<file path="src/cdrlc_cfg.svh">
`ifndef CDRLC_CFG_SVH
`define CDRLC_CFG_SVH

// Clock and timing
`define CDRLC_PCLK_MHZ 250
`define CDRLC_LOS_RESP_NS 300
`define CDRLC_LOS_RESP_CYC ((`CDRLC_LOS_RESP_NS * `CDRLC_PCLK_MHZ) / 1000)

// Lock detector
`define CDRLC_ACQ_PPM 500
`define CDRLC_REL_PPM 1000
`define CDRLC_PPM_DEN 1000000
`define CDRLC_WIN_REFS 20000
`define CDRLC_NOM_NAT_NUM 7
`define CDRLC_NOM_NAT_DEN 10
`define CDRLC_NOM_FEC_NUM 3
`define CDRLC_NOM_FEC_DEN 4
`define CDRLC_CNT_W 16
`define CDRLC_PRE_W 4

// Register offsets
`define CDRLC_ADDR_CTRL 8'h00
`define CDRLC_ADDR_STATUS 8'h04
`define CDRLC_ADDR_EVENT 8'h08
`define CDRLC_ADDR_MASK 8'h0c
`define CDRLC_ADDR_COUNT 8'h10

// Control fields
`define CDRLC_CTRL_W 9
`define CDRLC_CTRL_RESET 9'h000
`define CDRLC_CTRL_SRC 0
`define CDRLC_CTRL_FSEL_LO 1
`define CDRLC_CTRL_RATE_LO 3
`define CDRLC_CTRL_MUTE 5
`define CDRLC_CTRL_SKIP 6
`define CDRLC_CTRL_LOOP 7
`define CDRLC_CTRL_AUTOMUTE 8

// Event, mask and status fields
`define CDRLC_EV_W 3
`define CDRLC_EV_RESET 3'h0
`define CDRLC_EV_LOS 0
`define CDRLC_EV_LOL 1
`define CDRLC_EV_LOCK 2
`define CDRLC_ST_LOS 0
`define CDRLC_ST_LOL 1
`define CDRLC_ST_PHASE 2

`endif

</file>
<file path="src/cdrlc_pkg.sv">
`include "cdrlc_cfg.svh"

package cdrlc_pkg;

  typedef enum logic {cdrlc_freq_loop, cdrlc_phase_loop} cdrlc_loop_t;

  typedef struct packed {
    logic [`CDRLC_CTRL_W-1:0] ctrl;
    logic [`CDRLC_EV_W-1:0] mask;
    logic [`CDRLC_EV_W-1:0] event_bits;
    logic [31:0] prdata;
    logic los;
    cdrlc_loop_t loop_owner;
    logic ref_prev;
    logic osc_prev;
    logic [`CDRLC_PRE_W-1:0] prediv;
    logic [`CDRLC_CNT_W-1:0] win_cnt;
    logic [`CDRLC_CNT_W-1:0] osc_cnt;
    logic [`CDRLC_CNT_W-1:0] last_cnt;
    logic data_out;
    logic clk_out;
    logic feed;
  } cdrlc_state_t;

endpackage

</file>
<file path="src/cdrlc_sync3.sv">
`timescale 1ns/1ps

module cdrlc_sync3 #(
  parameter int W = 1
) (
  // Clock and reset
  input wire logic clk,
  input wire logic rst_n,
  // Asynchronous in, filtered out
  input wire logic [W-1:0] d,
  output logic [W-1:0] q
);

  typedef struct packed {
    logic [W-1:0] s1;
    logic [W-1:0] s2;
    logic [W-1:0] s3;
    logic [W-1:0] q;
  } cdrlc_sync_st_t;

  cdrlc_sync_st_t s;
  cdrlc_sync_st_t next_s;

  always_comb
  begin
    next_s = s;
    next_s.s1 = d;
    next_s.s2 = s.s1;
    next_s.s3 = s.s2;
    // A bit moves only once the second and third stages agree
    next_s.q = (~(s.s2 ^ s.s3) & s.s3) | ((s.s2 ^ s.s3) & s.q);
  end

  always_ff @(posedge clk or negedge rst_n)
  begin
    if (!rst_n)
    begin
      s <= '0;
    end
    else
    begin
      s <= next_s;
    end
  end

  assign q = s.q;

endmodule // cdrlc_sync3

</file>
<file path="src/cdrlc_top.sv">
// Register access over APB and the register addresses were decided locally.
`timescale 1ns/1ps
`include "cdrlc_cfg.svh"

// Contract
// - Signal-lost flag high below detect threshold
// - Signal-lost flag follows input within 300 ns
// - Source high: frequency select picks reference divider
// - Source low: crystal used, select ignored
// - Reference choice independent of data rate
// - Within 500 ppm: clear lock-lost, phase loop
// - Beyond 0.1%: set lock-lost, frequency loop
// - Mute forces clock and data outputs zero
// - Retime skip routes quantizer to data out
// - Test loop feeds recovery from test data
// - Rate select picks recovered data rate
// - Lock-lost high while frequency loop controls
module cdrlc_top #(
  parameter int WIN_REFS = `CDRLC_WIN_REFS
) (
  // Clock and reset
  input wire logic pclk,
  input wire logic presetn,
  // APB slave
  input wire logic [7:0] paddr,
  input wire logic psel,
  input wire logic penable,
  input wire logic pwrite,
  input wire logic [31:0] pwdata,
  output logic [31:0] prdata,
  output logic pready,
  output logic pslverr,
  // Asynchronous pins
  input wire logic los_comparator_in,
  input wire logic ref_clock_in,
  input wire logic crystal_pin_a,
  input wire logic osc_div_in,
  // Serial datapath
  input wire logic quantizer_data_in,
  input wire logic test_data_in,
  input wire logic cdr_data_in,
  input wire logic cdr_clk_in,
  output logic cdr_feed_data,
  output logic recovered_data_out,
  output logic recovered_clk_out,
  // Status and loop control
  output logic signal_lost_flag,
  output logic lock_lost_flag,
  output logic phase_loop_enable,
  output logic [1:0] rate_div_select,
  output logic [1:0] ref_divider_select,
  output logic irq
);

  localparam logic [`CDRLC_CNT_W-1:0] WIN_LAST = `CDRLC_CNT_W'(WIN_REFS - 1);
  localparam int NOM_NAT = (WIN_REFS * `CDRLC_NOM_NAT_NUM) / `CDRLC_NOM_NAT_DEN;
  localparam int NOM_FEC = (WIN_REFS * `CDRLC_NOM_FEC_NUM) / `CDRLC_NOM_FEC_DEN;
  localparam int ACQ_NAT = (NOM_NAT * `CDRLC_ACQ_PPM) / `CDRLC_PPM_DEN;
  localparam int ACQ_FEC = (NOM_FEC * `CDRLC_ACQ_PPM) / `CDRLC_PPM_DEN;
  localparam int REL_NAT = (NOM_NAT * `CDRLC_REL_PPM) / `CDRLC_PPM_DEN;
  localparam int REL_FEC = (NOM_FEC * `CDRLC_REL_PPM) / `CDRLC_PPM_DEN;
  localparam int LOS_CYC = `CDRLC_LOS_RESP_CYC;

  cdrlc_pkg::cdrlc_state_t s;
  cdrlc_pkg::cdrlc_state_t next_s;

  logic [3:0] pin_q;
  logic los_in;
  logic ref_pin;
  logic osc_pin;
  logic ref_src;
  logic [1:0] fsel_eff;
  logic fec_rate;
  logic [`CDRLC_PRE_W-1:0] pre_top;
  logic ref_edge;
  logic osc_edge;
  logic tick;
  logic win_end;
  logic [`CDRLC_CNT_W-1:0] meas;
  logic [`CDRLC_CNT_W-1:0] nom;
  logic [`CDRLC_CNT_W-1:0] acq_thr;
  logic [`CDRLC_CNT_W-1:0] rel_thr;
  logic [`CDRLC_CNT_W-1:0] err;
  logic skip;
  logic loop_eff;
  logic mute;
  logic setup;
  logic access;
  logic mapped;
  logic [`CDRLC_EV_W-1:0] ev_set;
  logic [`CDRLC_EV_W-1:0] ev_clr;

  cdrlc_sync3 #(
    .W(4)
  ) u_pin_sync (
    .clk(pclk),
    .rst_n(presetn),
    .d({osc_div_in, crystal_pin_a, ref_clock_in, los_comparator_in}),
    .q(pin_q)
  );

  assign los_in = pin_q[0];
  assign osc_pin = pin_q[3];
  assign ref_src = s.ctrl[`CDRLC_CTRL_SRC];
  // Crystal runs at the base rate, so its divider is always one
  assign ref_pin = ref_src ? pin_q[1] : pin_q[2];
  assign fsel_eff = ref_src ? s.ctrl[`CDRLC_CTRL_FSEL_LO +: 2] : 2'b00;
  assign pre_top = (`CDRLC_PRE_W'(1) << fsel_eff) - `CDRLC_PRE_W'(1);
  assign ref_edge = ref_pin & ~s.ref_prev;
  assign osc_edge = osc_pin & ~s.osc_prev;
  assign tick = ref_edge && (s.prediv == pre_top);
  assign win_end = tick && (s.win_cnt == WIN_LAST);
  assign meas = s.osc_cnt + `CDRLC_CNT_W'(osc_edge);

  // Window is timed on the base reference alone, so rate never moves it
  assign fec_rate = s.ctrl[`CDRLC_CTRL_RATE_LO + 1];
  assign nom = fec_rate ? `CDRLC_CNT_W'(NOM_FEC) : `CDRLC_CNT_W'(NOM_NAT);
  assign acq_thr = fec_rate ? `CDRLC_CNT_W'(ACQ_FEC) : `CDRLC_CNT_W'(ACQ_NAT);
  assign rel_thr = fec_rate ? `CDRLC_CNT_W'(REL_FEC) : `CDRLC_CNT_W'(REL_NAT);
  assign err = (meas >= nom) ? (meas - nom) : (nom - meas);

  // Both test modes at once is undefined; bypass wins to stay deterministic
  assign skip = s.ctrl[`CDRLC_CTRL_SKIP];
  assign loop_eff = s.ctrl[`CDRLC_CTRL_LOOP] & ~skip;
  assign mute = s.ctrl[`CDRLC_CTRL_MUTE] | (s.ctrl[`CDRLC_CTRL_AUTOMUTE] & s.los);

  assign setup = psel & ~penable;
  assign access = psel & penable;

  always_comb
  begin
    if (paddr == `CDRLC_ADDR_CTRL)
    begin
      mapped = 1'b1;
    end
    else if (paddr == `CDRLC_ADDR_STATUS)
    begin
      mapped = 1'b1;
    end
    else if (paddr == `CDRLC_ADDR_EVENT)
    begin
      mapped = 1'b1;
    end
    else if (paddr == `CDRLC_ADDR_MASK)
    begin
      mapped = 1'b1;
    end
    else if (paddr == `CDRLC_ADDR_COUNT)
    begin
      mapped = 1'b1;
    end
    else
    begin
      mapped = 1'b0;
    end
  end

  always_comb
  begin
    next_s = s;
    ev_set = '0;
    ev_clr = '0;
    next_s.ref_prev = ref_pin;
    next_s.osc_prev = osc_pin;
    next_s.los = los_in;
    ev_set[`CDRLC_EV_LOS] = los_in & ~s.los;

    if (ref_edge)
    begin
      next_s.prediv = tick ? '0 : s.prediv + `CDRLC_PRE_W'(1);
    end
    next_s.osc_cnt = meas;
    if (tick)
    begin
      next_s.win_cnt = win_end ? '0 : s.win_cnt + `CDRLC_CNT_W'(1);
    end
    if (win_end)
    begin
      next_s.last_cnt = meas;
      next_s.osc_cnt = '0;
      case (s.loop_owner)
        cdrlc_pkg::cdrlc_freq_loop:
        begin
          if (err <= acq_thr)
          begin
            next_s.loop_owner = cdrlc_pkg::cdrlc_phase_loop;
            ev_set[`CDRLC_EV_LOCK] = 1'b1;
          end
        end
        cdrlc_pkg::cdrlc_phase_loop:
        begin
          if (err > rel_thr)
          begin
            next_s.loop_owner = cdrlc_pkg::cdrlc_freq_loop;
            ev_set[`CDRLC_EV_LOL] = 1'b1;
          end
        end
        default:
        begin
          next_s.loop_owner = cdrlc_pkg::cdrlc_freq_loop;
        end
      endcase
    end

    // Read data is staged in setup so it is stable through access
    if (setup)
    begin
      next_s.prdata = '0;
      if (paddr == `CDRLC_ADDR_CTRL)
      begin
        next_s.prdata[`CDRLC_CTRL_W-1:0] = s.ctrl;
      end
      else if (paddr == `CDRLC_ADDR_STATUS)
      begin
        next_s.prdata[`CDRLC_ST_LOS] = s.los;
        next_s.prdata[`CDRLC_ST_LOL] = lock_lost_flag;
        next_s.prdata[`CDRLC_ST_PHASE] = phase_loop_enable;
      end
      else if (paddr == `CDRLC_ADDR_EVENT)
      begin
        next_s.prdata[`CDRLC_EV_W-1:0] = s.event_bits;
      end
      else if (paddr == `CDRLC_ADDR_MASK)
      begin
        next_s.prdata[`CDRLC_EV_W-1:0] = s.mask;
      end
      else if (paddr == `CDRLC_ADDR_COUNT)
      begin
        next_s.prdata[`CDRLC_CNT_W-1:0] = s.last_cnt;
      end
    end

    if (access && pwrite)
    begin
      if (paddr == `CDRLC_ADDR_CTRL)
      begin
        next_s.ctrl = pwdata[`CDRLC_CTRL_W-1:0];
      end
      else if (paddr == `CDRLC_ADDR_MASK)
      begin
        next_s.mask = pwdata[`CDRLC_EV_W-1:0];
      end
    end
    else if (access && (paddr == `CDRLC_ADDR_EVENT))
    begin
      ev_clr = s.event_bits;
    end
    // A new event in the clearing cycle survives
    next_s.event_bits = (s.event_bits & ~ev_clr) | ev_set;

    next_s.clk_out = mute ? 1'b0 : cdr_clk_in;
    if (mute)
    begin
      next_s.data_out = 1'b0;
    end
    else if (skip)
    begin
      next_s.data_out = quantizer_data_in;
    end
    else
    begin
      next_s.data_out = cdr_data_in;
    end
    next_s.feed = loop_eff ? test_data_in : quantizer_data_in;
  end

  always_ff @(posedge pclk or negedge presetn)
  begin
    if (!presetn)
    begin
      s <= '0;
      s.ctrl <= `CDRLC_CTRL_RESET;
      s.mask <= `CDRLC_EV_RESET;
      s.event_bits <= `CDRLC_EV_RESET;
      s.loop_owner <= cdrlc_pkg::cdrlc_freq_loop;
    end
    else
    begin
      s <= next_s;
    end
  end

  assign prdata = s.prdata;
  assign pready = 1'b1;
  assign pslverr = access & ~mapped;
  assign signal_lost_flag = s.los;
  assign lock_lost_flag = (s.loop_owner == cdrlc_pkg::cdrlc_freq_loop);
  assign phase_loop_enable = ~lock_lost_flag;
  assign rate_div_select = s.ctrl[`CDRLC_CTRL_RATE_LO +: 2];
  assign ref_divider_select = fsel_eff;
  assign recovered_data_out = s.data_out;
  assign recovered_clk_out = s.clk_out;
  assign cdr_feed_data = s.feed;
  assign irq = |(s.event_bits & s.mask);
endmodule // cdrlc_top

</file>
<file path="config.mk">
export PLATFORM = sky130hd
export DESIGN_NAME = cdrlc_top
export DESIGN_NICKNAME = d
export VERILOG_FILES = /design/src/cdrlc_pkg.sv /design/src/cdrlc_sync3.sv /design/src/cdrlc_top.sv
export VERILOG_INCLUDE_DIRS = /design/src
export SDC_FILE = /design/constraint.sdc
export NUM_CORES = 1
export LEC_CHECK = 0
export ABC_AREA = 1
export BUFFER_PORTS_ARGS = -buffer_cell sky130_fd_sc_hd__buf_4
export CORE_ASPECT_RATIO = 0.8
export CORE_MARGIN = 10
export CORE_UTILIZATION = 35
export DETAILED_ROUTE_END_ITERATION = 7
export GPL_TIMING_DRIVEN = 0
export PLACE_DENSITY = 0.62
export SYNTH_ARGS = -nofsm -noshare
export SYNTH_HDL_FRONTEND = slang
export SYNTH_HIERARCHICAL = 1
export SYNTH_SLANG_ARGS = --single-unit
</file>
<file path="constraint.sdc">
create_clock -name pclk -period 8.5 [get_ports pclk]
set_input_delay 0.425 -clock pclk [delete_from_list [all_inputs] [get_ports pclk]]
set_output_delay 0.425 -clock pclk [all_outputs]
set_load 0.03 [all_outputs]
</file>
# [Word level (Yosys, flattened, before mapping)]
# Cells that the tools add are included.
[totals] regBits=106 inputBits=53
[op_classes] n_addsub=6 n_lt_le_gt_ge=3 n_eq_ne=6 n_shift=1 mux=35 bitwise=26 reduce_logical=8
[ops] operator="$mux 16" n=3
[ops] operator="$mux 13" n=3
[ops] operator="$mux 32" n=1
[ops] operator="$add 16x1->16" n=1
[ops] operator="$add 16x1->16 const B" n=1
[ops] operator="$eq 16x15->1 const B" n=1
[ops] operator="$eq 8x4->1 const B" n=2
[ops] operator="$ge 16x14->1" n=1
[ops] operator="$gt 16x4->1" n=1
[ops] operator="$le 16x3->1 const B" n=1
[ops] operator="$mux 1" n=16
[ops] operator="$sub 14x16->16" n=1
[ops] operator="$sub 16x14->16" n=1
[ops] operator="$mux 3" n=5
[ops] operator="$mux 12" n=1
[ops] operator="$mux 9" n=1
[ops] operator="$and 1x1->1" n=8
[ops] operator="$and 4x4->4" n=2
[ops] operator="$eq 8x3->1 const B" n=1
[ops] operator="$eq 8x5->1 const B" n=1
[ops] operator="$logic_not 8->1" n=1
[ops] operator="$not 1->1" n=8
[ops] operator="$mux 7" n=1
[ops] operator="$and 3x3->3" n=2
[ops] operator="other kinds (17)" n=21

# [Depth between registers and ports, before layout]
# Gate-level depths: netlist (run 1).
[logic_depth] depth_word=10 mapped_depth=28

# [Modules after synthesis]
# Netlist (run 1), hierarchy kept.
[modules_own_cells] module="cdrlc_top" n_inst=1 cells_each=831 area_each_um2=5866.9 seq_area_each_um2=2252.2
[modules_own_cells] module="cdrlc_sync3" n_inst=1 cells_each=36 area_each_um2=495.5 seq_area_each_um2=400.4

# [Worst setup path after synthesis (run 1)]
# Ideal clock, no wire load.
[synth_path] path_type="register -> register" from="reg with a tool-made name" to="reg s, in the netlist phase_loop_enable" setup_ps=118 t_arrival_ps=3105 slack_ps=5277 stages_incl_launch_ff=25 path_buffers=2 synth_period_minus_slack_ps=3223 path_cell_list="dfrtp_1 -> buf_4 -> inv_1 -> nor2_1 -> ha_1 -> nand2_2 -> nor2_4 -> nand3_1 -> o21ai_0 -> inv_1 -> ha_1 -> nand2_1 -> inv_1 -> nand4_1 -> nand2_1 -> a21oi_2 -> nand2_2 -> buf_6 -> nand2_1 -> nand2_1 -> o21a_1 -> nand3_1 -> nand2_1 -> nand2_1 -> nand2_1"
[synth_rtl] element="to (signal assigned)" line="cdrlc_top.sv:279" text="s <= next_s;"
[synth_rtl] element="to (decl)" line="cdrlc_top.sv:64" text="cdrlc_pkg::cdrlc_state_t s;"

==> summary by stage, run 1 <==
Synthesis
The cell count after synthesis came out at 867. The number of storage elements in the synthesis netlist is 106. Yosys attributes the largest share of cell area to dfrtp_1 (42%), nand2_1 (15%), inv_1 (6.9%), buf_4 (4.7%), nand3_1 (4.5%).

In the synthesized netlist the async set-or-reset flop fraction comes to 100%. The most used flip-flop cell after synthesis is dfrtp_1. Dividing the synthesized area by the synthesized cell count gives 7.34 sq um. During synthesis, Yosys emitted a total of 6 warnings. The top-area cell type share of the netlist area is 41.7%. Summing the sequential cell areas from Yosys gives 41.7% of the chip area. The largest total area in the synthesized netlist belongs to dfrtp_1. The number of different library cells used by synthesis comes to 43. The cell area that synthesis handed to floorplanning was 6360 sq um. The most used standard cell by instance count after synthesis is nand2_1. Counting flops with a built-in enable in the synthesized netlist gives 0. Counting instances in the post-synthesis netlist gives the leading cell types as nand2_1 (247), inv_1 (117), dfrtp_1 (106).

Worst hold path
The tightest min-delay check is of the input port to flip-flop type. For hold timing, the worst endpoint is u_pin_sync/next_s[10]. The cell depth of the worst hold path is 1.

The startpoint of the lowest-slack hold path is crystal_pin_a.

Worst setup path
The largest stage delay on the critical path is 640 ps. The worst reg2reg path endpoint is s[92]. Data on the critical path arrives at its endpoint at 4480 ps. Together, buffers and inverters on the worst path number 5.

The required time reported for the critical path endpoint is 8750 ps. The slack of the worst reg-to-reg path is 4270 ps. Along the worst path, the maximum fanout reaches 10. The most frequent cell on the critical path is nand2_1. On the critical path, the stage with the largest delay is an instance of o21ai_0.

The path type of the worst setup path is flip-flop to flip-flop. The capturing element type of the critical path is a flip-flop. For the worst flop-to-flop path, the logic depth is 25. The cell family contributing the most delay on the critical path is simple AND/OR/NAND/NOR gates. The sort of element at the start of the critical path is a flip-flop.

Power
The largest vdd supply drop is 109 uV. For this design the static power due to leakage is 0.00384 uW. The power per unit of standard cell area is 188 nW/um^2.

Route
In the routed design, unresolved DRC markers number 0. In the final routed layout, each cell accounts on average for 13.3 microns. For this block, the routed nets add up to 15800 microns of wire. The total number of vias is 5534.

The pre-antenna-repair detailed-routing pass consisted of 5 iterations. The via density per instance is 4.66. The number of DRC markers in iteration 0 is 374. In this run the remaining antenna-violating nets after routing total 0.

STA
The final count of negative-setup-slack endpoints is 0. Based on the critical path, the design can be clocked at up to 236 MHz. Setup repair after global routing left no endpoint under its margin. Dividing the final minimum period by the clock period gives 49.8%.

The maximum clock skew at final layout is 11.2 ps. The final-report max-slew violation count is 0. Measured against its own limit, the worst slew margin works out to 47.3%. The post-route setup TNS is 0 ps.

The routed design could run at a clock period as short as 4230 ps. The count of final hold-check violations was 0. For the pin with the worst max-slew slack, the measured transition is 783 ps.

Clock tree
Buffers inserted to repair hold after CTS numbered 0. The post-CTS resize count is 0. The H-tree depth is 3.

At the later pin of the worst-skew pair, clock insertion delay measures 360 ps. Post-CTS timing repair inserted 0 buffers for setup. Clock-pin slew was measured on the worst setup and hold paths at 80 ps. The clock root buffer is clkbuf_16. The total clock buffers created by CTS is 9. The clock sink total is 106.

The clock tree from TritonCTS is yes. No sink is reached through more buffers than the 2 on the longest clock path.

Layout
The post-route netlist has 16.0% of its cells at a drive strength greater than 1. The number of antenna diodes in the final layout is 0. The non-filler instance count after layout is 1187. The area growth from synthesis to layout is 17.8%. The flip-flop and latch area is 2650 sq um. The filler cells instantiated in the layout total 1889. The total number of nets in the final design is 1020. The area used by multi-input combinational logic is 2950 sq um.

Floorplanning
In this run the count of I/O pins placed on the die edge is 98. The full die area is 24000 sq um. From left edge to right edge, the die measures 171 microns.

The core box area is 18000 sq um. The floorplan has 44 rows. The height of the chip is 141 microns. The starting utilization of the core area is 35.3%.

Placement
The final weighted congestion in routability-driven placement is 0.891. The placed wire-length estimate is 12500 microns. After detailed placement, the design holds a cell count of 1169.

Buffers placed on the I/O ports in this run total 57.

Global routing
The largest net degree at the start of global routing is 107. The number of global-route vias before repair was 5270. The global-route wire length before repair is 26600 microns.

The all-layer global routing usage is 13.6%. After global routing the overflow that remains totals 0. The initial antenna violation count is 0.

Outcome
The flow ran to the end, and the final reports show no timing, DRC or antenna violations.

Job
The reported max-cap violation count is 0.
## routing by layer
layer  vias up  global-route usage [%]  share of wire (%)
li1       2882                       -                  -
met1      2525                    19.8                 52
met2       114                    19.0                 40
met3        13                    4.02                6.4
met4         0                    3.78                1.2
met5         -                       0                  0
## stage by stage
step	worst slack, ps	cell area (sq um)	utilization, %	power [uW]	hold slack, ps
after floorplan	5280	6420	-	867	129
after global placement	4260	7130	39.6	960	331
after detailed placement	4280	7130	39.6	967	336
after CTS	4270	7450	41.4	1410	158
after global routing	3760	7500	41.6	1510	153
final	4270	7500	41.6	1410	172
## cell usage in the layout, fill, tap and decap left out, drive strengths merged, types with 2 or more instances in the layout
cell    count
nor3       14
a22oi       2
nand3b      2
or2         4
nor2       84
inv       125
a31oi       2
nand2     256
o21ai      49
o221ai      3
buf       101
conb       17
xor2       12
mux2        3
o22ai       2
nand4      18
o21a        4
dfrtp     106
xnor2       4
o211ai      2
clkbuf     20
ha         15
a221oi      2
nand3      59
a22o        2
nor4        4
a21oi      34
o21bai      4
## state kept, by name, summed over array words and instances (netlist names), named ones only
signal,count
ref_src,1
recovered_data_out,1
u_pin_sync/s,4
recovered_clk_out,1
signal_lost_flag,1
rate_div_select,2
s,66
cdr_feed_data,1
prdata,16
u_pin_sync/next_s,8
phase_loop_enable,1
## cell type report
type / count / area share, %
Buffer: 52 / 4.74
Clock buffer: 11 / 3.37
Clock inverter: 5 / 0.901
Inverter: 122 / 6.11
Multi-Input combinational cell: 602 / 39.4
Sequential cell: 106 / 35.4
Tap cell: 230 / 3.84
Timing Repair Buffer: 59 / 6.26
## worst max-delay path by stage
stage                     startpoint                 to  cells past startpoint
after global routing       flip-flop  phase_loop_enable                     26
after floorplan            flip-flop  phase_loop_enable                     24
after global placement     flip-flop              s[92]                     25
final                      flip-flop              s[92]                     25
after CTS                  flip-flop              s[92]                     25
after detailed placement   flip-flop              s[92]                     25
## power by group
part	switching, uW	internal, uW
Clock	195	249
Sequential	36.4	546
Combinational	243	137
Total	474	932
## kinds of logic after synthesis
| group | after synthesis | synth area share [%] |
|---|---|---|
| DFF | 106 | 41.7 |
| other | 2 | 0.118 |
| muxes | 3 | 0.531 |
| and+or+nand+nor | 443 | 30.0 |
| xor gates and xnor gates | 16 | 2.32 |
| AOI/OAI and AO/OA | 108 | 9.64 |
| buffers and inverters | 174 | 12.8 |
| adders and majority gates | 15 | 2.95 |
Power figures use the tool's default switching activity.
==> inputs of run 2 (changes only) <==
Settings changed: ABC_AREA 1 to 0.
Clock period 8.5 ns to 4.2 ns, I/O delays scaled along.
==> run 2 against run 1 <==
  * Via count fell by 14%
  * Total power up 92%
  * Global-route usage down 0.40 points
  * Fmax grew 3.1%
  * First-iteration DRC count decreased by 24%
  * Critical path depth decreased by 5
  * Flip-flop and latch count unchanged
  * Die area fell by 6.1%
  * Critical endpoint is now phase_loop_enable
  * Largest cell class unchanged
  * Clock skew is 3.8 ps lower
  * Combinational power up 57%
  * Clock-buffer cell count is 1 lower
==> summary by stage, run 2 <==
Outcome
The flow ran to the end, and the final reports show no timing, DRC or antenna violations.

Power
The analysis attributes to cell leakage a power of 0.00339 uW. Power spread over the standard cell area amounts to 366 nW/um^2. The worst-case IR drop observed on VDD is 287 uV. Power comes to 2700 uW.

Layout
The repair_antennas step left the layout with diodes totalling 0. The flip-flop and latch area is 2650 sq um. The area used by multi-input combinational logic is 2970 sq um. In the final layout, the share of cells above drive strength 1 is 26.4%.

The final cell utilization of the core is 44.6%. The top cell types in the final layout, fill and taps aside, are buf_4 (109), dfrtp_1 (106), nand2_1 (59). The non-filler instance count after layout is 931. Counting the fill cells in the layout gives 1573. The most common library cell in the layout ignoring fill and taps is buf_4. Compared with the post-synthesis result, the final layout area differs by 24.6%. The register with the most flip-flops is s. The register with the most flip-flops in the layout has 66 of them. The total number of nets in the final design is 774.

Worst setup path
The worst setup path is captured at a flip-flop. Following the worst setup path forward leads to its endpoint at phase_loop_enable. The slack of the worst reg-to-reg path is 100 ps. Data on the critical path arrives at its endpoint at 4380 ps. The required time reported for the critical path endpoint is 4480 ps. In this run the worst path has a maximum fanout of 8. The setup path with the least slack is of type flip-flop to flip-flop.

STA classifies the critical path startpoint as a flip-flop. The worst register-to-register path ends at phase_loop_enable. The worst register-to-register path has a depth of 20.

STA
The transition at the pin with the smallest max-transition slack is 882 ps. The count of final hold-check violations is 0. Setup violations remaining at the end of the flow were counted as 0. Headroom to the max-slew limit came out at 41.0%.

Adding up every negative setup slack in the final design gives 0 ps. Counting I/O delays and the setup requirement, the final critical path takes 4100 ps. After layout, the worst path uses 97.7% of the clock period.

The peak clock frequency supported by timing is 244 MHz. The final-report max-slew violation count is 0. The maximum clock skew at final layout is 7.36 ps.

Placement
The placed wire-length estimate is 11000 microns. During placement, the flow inserted port buffers numbering 56. The final weighted congestion in routability-driven placement is 0.885. Once placement completed, the tool counted placed cells totaling 896.

Synthesis
By count the netlist is led by dfrtp_1 (106), nand2_1 (60), nor2_1 (47). The number of flops mapped to enable cells by yosys is 0. The synthesized design spends more area on one cell type than any other, namely dfrtp_1. In the synthesized netlist, the number of instances is 605.

The most used flip-flop cell after synthesis is dfrtp_1. Sequential cells were found to cover 44.8% of the synthesized design area. The average cell area after synthesis is 9.79 sq um.

The number of storage elements in the synthesis netlist is 106. Counting flops with an async set or reset pin after synthesis yields a share of 100%. The most used standard cell by instance count after synthesis is dfrtp_1. The synthesized netlist contains 68 unique library cells.

Yosys attributes the largest share of cell area to dfrtp_1 (45%), buf_4 (5.2%), nand2_1 (3.8%), ha_1 (3.2%), xnor2_1 (3.1%). The top-area cell type share of the netlist area is 44.8%. After synthesis the cells add up to 5920 sq um. Yosys printed 6 warnings.

Route
Dividing the detail-routed wire length by the instance count gives 16.0 microns. The total wirelength of the detailed-routed design is 14900 microns. The number of nets with antenna violations after routing is 0. For this block, the initial DRC count from the detailed router was 285.

For this run, the detailed router's first-pass iteration total came to 5. The total number of vias is 4772. The via density per instance is 5.13.

In the routed design, unresolved DRC markers number 0.

Floorplanning
Measured along the y axis, the die boundary spans 136 microns. The initial utilization of the core area, before any placement, comes to 35.8%. The number of standard-cell rows in the floorplan is 42. The core region is 16600 sq um. During I/O placement, the number of pins put on the boundary was 98. The die is 165 microns wide.

The floorplan step defined a die boundary enclosing 22600 sq um.

Clock tree
The clock root buffer is clkbuf_16. TritonCTS built the clock tree. At the later pin of the worst-skew pair, clock insertion delay measures 340 ps. The maximum buffer depth of the clock tree is 2. The total clock buffers created by CTS is 9. Clock-pin slew was measured on the worst setup and hold paths at 70 ps. The H-tree depth is 3.

The clock sink total is 106.

Global routing
Global routing consumed, over all layers together, 13.2% of the routing resources. Global routing finished with a remaining overflow of 0. The initial antenna violation count is 0. Entering global routing, the biggest net connects 107 pins. The first global-routing pass estimated 24300 microns of wire.

The number of global-route vias before repair came to 4696.

Job
Across the run, the number of max-cap violations was 0.

Worst hold path
The worst hold path belongs to the class input port to flip-flop. In this run the most critical hold path is launched from cdr_clk_in.
-- run 2: cell count changes in the layout (fill, tap and decap cells not counted), sizes merged, moves of 13 or more --
cell / change
inv: -101
nor2: -37
buf: +20
nand2: -196
nand3: -37
mux2i: +13
o21ai: -14
xnor2: +17
a21oi: -21
-- run 2: report_power, final --
group / leakage [uW] / internal [uW] / switching (uW)
clock: 0.000164 / 546 / 382
combinational: 0.00183 / 251 / 347
sequential: 0.00140 / 1090 / 78.9
total: 0.00339 / 1890 / 807
-- run 2: area by class of cell --
class / instances / area share (%)
plain buffers: 60 / 5.68
clock buffers: 10 / 3.24
clock inverters: 6 / 1.29
inverters: 21 / 1.10
multi-input cells: 430 / 40.3
flip-flops and latches: 106 / 36.0
well taps: 220 / 3.73
repair buffers: 78 / 8.65
-- run 2: logic make-up (layout without fill, tap and decap cells) --
logic type                 after synthesis  after routing  synth area share (%)
other                                    2             17                 0.127
and+or+nand+nor                        205            205                  17.2
xor gates and xnor gates                42             42                  6.21
buffers and inverters                   84            175                  8.37
AOI/OAI and AO/OA                      120            120                  14.5
adders and majority gates               19             19                  3.93
DFF                                    106            106                  44.8
muxes                                   27             27                  4.86
-- run 2: how the worst min path moves through the flow --
stage                            endpoint  cells after the start
floorplan                   cdr_feed_data                      0
global placement    u_pin_sync/next_s[10]                      1
detailed placement  u_pin_sync/next_s[10]                      1
CTS                     recovered_clk_out                      2
global route            recovered_clk_out                      2
finish                  recovered_clk_out                      2
-- run 2: layer usage --
layer | up-vias | GRT usage, % | routed length [microns]
met4 | 0 | 2.92 | 202
met1 | 2348 | 18.2 | 6980
li1 | 2295 | - | -
met2 | 111 | 20.4 | 6880
met3 | 18 | 3.23 | 806
met5 | - | 0 | 0
-- run 2: critical path, stage by stage, from the launching register on --
cell	delay, ps
dfrtp_1	380
nor2b_4	190
ha_4	150
buf_8	130
inv_4	50
nor2_4	160
nand4_1	180
xor2_2	210
inv_2	70
ha_4	270
a21o_1	170
a311oi_2	280
o21ba_4	200
a221oi_4	320
buf_6	170
a211oi_1	50
a311oi_1	360
nand4_1	170
buf_6	170
o32ai_4	240
a31o_1	130
-- run 2: timing repair --
item	4_1_cts	5_1_grt
endpoints found under the setup margin	3	3
hold endpoints to repair	4	10
pin swaps	8	11
hold buffers	4	1
resized for setup	16	19
cloned	0	0
setup buffers	8	8
-- run 2: per-stage QoR --
step / area (sq um) / hold WS, ps / setup WS [ps]
floorplan: 5980 / -85.6 / 65.3
global placement: 6670 / 322 / -1180
detailed placement: 6670 / 320 / -1220
CTS: 7180 / 70.1 / 19.8
global route: 7370 / 71.1 / -31.2
finish: 7370 / 84.9 / 98.7
==> inputs of run 3 (changes only) <==
Settings changed: ABC_CLOCK_PERIOD_IN_PS from default to 4200, SETUP_SLACK_MARGIN from default to 0.5.
==> run 3 against run 2 <==
  * Wire length shrank 0.36%
  * Non-clock buffer count increased by 8
  * Largest power group unchanged
  * Final cell count is 0.86% higher
  * Combinational power up 7.0%
==> summary by stage, run 3 (same netlist as run 2, synthesis figures left out) <==
Outcome
The run finished with clean final reports.

Worst setup path
Along the worst path, the maximum fanout reaches 6. Following the worst setup path forward leads to its endpoint at phase_loop_enable. Data on the critical path arrives at its endpoint at 4230 ps. The capturing element type of the critical path is a flip-flop. In this run the critical register-to-register path is captured at phase_loop_enable. The worst-case reg-to-reg path depth is 21.

The slack of the worst reg-to-reg path is 260 ps. The path type of the worst setup path is flip-flop to flip-flop. The sort of element at the start of the critical path is a flip-flop. For the worst setup path, the data required time is 4490 ps.

Layout
The post-synthesis to final-layout area growth is 26.7%. The fraction of layout instances using a drive strength above 1 is 28.9%. The top cell types in the final layout, fill and taps aside, are buf_4 (116), dfrtp_1 (106), nand2_1 (59). The final-layout fill cell count is 1571. The final layout contains 782 nets. s holds more flip-flops than any other register.

Once layout is complete, the utilization of the core stands at 45.3%. The flip-flop count of the largest register, all copies and words added is 66. The area used by multi-input combinational logic is 3060 sq um.

The count of cells in the finished layout, fillers not included, comes to 939. The most common library cell in the layout ignoring fill and taps is buf_4. The total inserted antenna cells is 0. The flip-flop and latch area is 2650 sq um.

Worst hold path
The startpoint of the lowest-slack hold path is pwdata[4]. The classification of the worst-slack hold path is input port to flip-flop.

Floorplanning
The die covers 22600 sq um. 98 I/O pins were placed. For this configuration, the core starts out at a cell density of 35.8%. The number of standard-cell rows in the floorplan is 42. The core box area is 16600 sq um. The die outline width is 165 microns. The height of the chip is 136 microns.

Power
The share of total power dissipated in the clock network is 32.4%. The power per unit of standard cell area is 358 nW/um^2. The reported leakage power is 0.00344 uW. The switching share of power is 31.1%.

The internal power summed over all cells is 1850 uW. VDD sags by at most 214 uV. The design draws 2680 uW. For this design the total switching power over the nets is 834 uW. The share of total power in combinational logic is 23.8%. The portion of total power attributed to sequential cells is 43.7%.

Clock tree
Clock tree synthesis found a total of 106 sinks. The clock latency at the later pin of the worst-skew pair is 350 ps. The total clock buffers created by CTS is 9. The clock tree from TritonCTS is yes. Counting along the longest clock path gives a buffer depth of 2. The H-tree depth is 3. The tree is rooted in a clkbuf_16.

Clock-pin slew was measured on the worst setup and hold paths at 70 ps.

STA
Hold timing on the final database bottoms out at a slack of 59.0 ps. The relative max-transition margin is 15.8%. The final count of negative-setup-slack endpoints is 0.

Between clock sinks in the finished design, the worst skew comes to 8.29 ps. The final critical-path required period is 3940 ps. The transition at the pin with the smallest max-transition slack is 1250 ps.

Based on the critical path, the design can be clocked at up to 254 MHz. The count of final hold-check violations is 0. The final-report max-slew violation count is 0. The worst path uses 93.8% of the clock period. Setup repair after global routing could not meet its margin everywhere.

Route
The total number of vias is 4732. The via density per instance is 5.04. The DRC violations left is 0. The total wirelength of the detailed-routed design is 14800 microns. The first detailed-routing pass took 5 iterations. The average detailed-routed wire length per instance is 15.8 microns.

After the first detailed-routing iteration, the DRC count stood at 286. The number of nets with antenna violations after routing is 0.

Global routing
The first global-routing pass estimated 24400 microns of wire. Global routing finished with a remaining overflow of 0. The number of global-route vias before repair came to 4714. Entering global routing, the biggest net connects 107 pins.

In the global route stage, overall resource usage came out at 13.4%. The initial antenna violation count is 0.

Placement
The count of buffers inserted at the top-level ports is 56. The placed wire-length estimate is 11100 microns. The final weighted congestion in routability-driven placement is 0.851. The number of placed instances, taps included, is 896.

Job
The tool flagged a number of max-cap violations equal to 0.
==> run 3: cell type report <==
cell class,instances,share of cell area [%]
multi-input cells,430,40.8
flip-flops and latches,106,35.4
repair buffers,83,8.84
plain buffers,63,6.02
well taps,220,3.67
clock buffers,9,3.00
clock inverters,7,1.13
inverters,21,1.12
==> run 3: worst max-delay path: stages (launching register included) <==
cell      delay (ps)
dfrtp_1          360
buf_6            100
nor2b_4          150
ha_4             150
buf_8            110
inv_6             30
nor2_4           130
nand4_1          170
xor2_2           210
inv_2             60
ha_4             210
buf_6            120
buf_4            160
a21oi_1          210
a21bo_2          260
a311o_1          310
a211oi_1         300
a32o_1           210
nand4_1          120
buf_6            160
o32ai_2          190
a31o_1           120
==> run 3: metrics by stage <==
stage                     worst slack (ps)  setup TNS (ps)  cell area (sq um)
after global routing                  86.5               0               7500
final                                  261               0               7500
after global placement                -334            -984               6730
after detailed placement              -290            -866               6730
after CTS                              309               0               7330
after floorplan                        503               0               6030
==> run 3: routing by layer <==
| layer | up-vias | wire length, microns | track usage (%) |
|---|---|---|---|
| met5 | - | 0 | 0 |
| met4 | 0 | 209 | 3.55 |
| met3 | 14 | 699 | 3.41 |
| met2 | 90 | 6930 | 21.2 |
| met1 | 2320 | 6970 | 17.9 |
| li1 | 2308 | - | - |
==> run 3: worst min-delay path by stage <==
| stage | end | cells past startpoint |
|---|---|---|
| after floorplan | cdr_feed_data | 0 |
| after global placement | u_pin_sync/next_s[9] | 1 |
| after detailed placement | u_pin_sync/next_s[11] | 1 |
| after CTS | rate_div_select[1] | 3 |
| after global routing | rate_div_select[1] | 3 |
| final | rate_div_select[1] | 3 |
==> run 3: power groups by stage <==
stage | combinational, uW | sequential [uW] | clock (uW)
finish | 640 | 1170 | 871
floorplan | 418 | 1180 | 0
detailed placement | 561 | 1190 | 0
global route | 715 | 1190 | 939
CTS | 608 | 1170 | 894
global placement | 549 | 1190 | 0
==> run 3: timing repair <==
| item | in CTS | in global routing |
|---|---|---|
| buffers inserted | 13 | 8 |
| hold buffers | 4 | 1 |
| pin swaps | 12 | 13 |
| gates resized for setup | 27 | 15 |
| endpoints found under the hold margin | 4 | 94 |
| endpoints found under the setup margin | 3 | 3 |
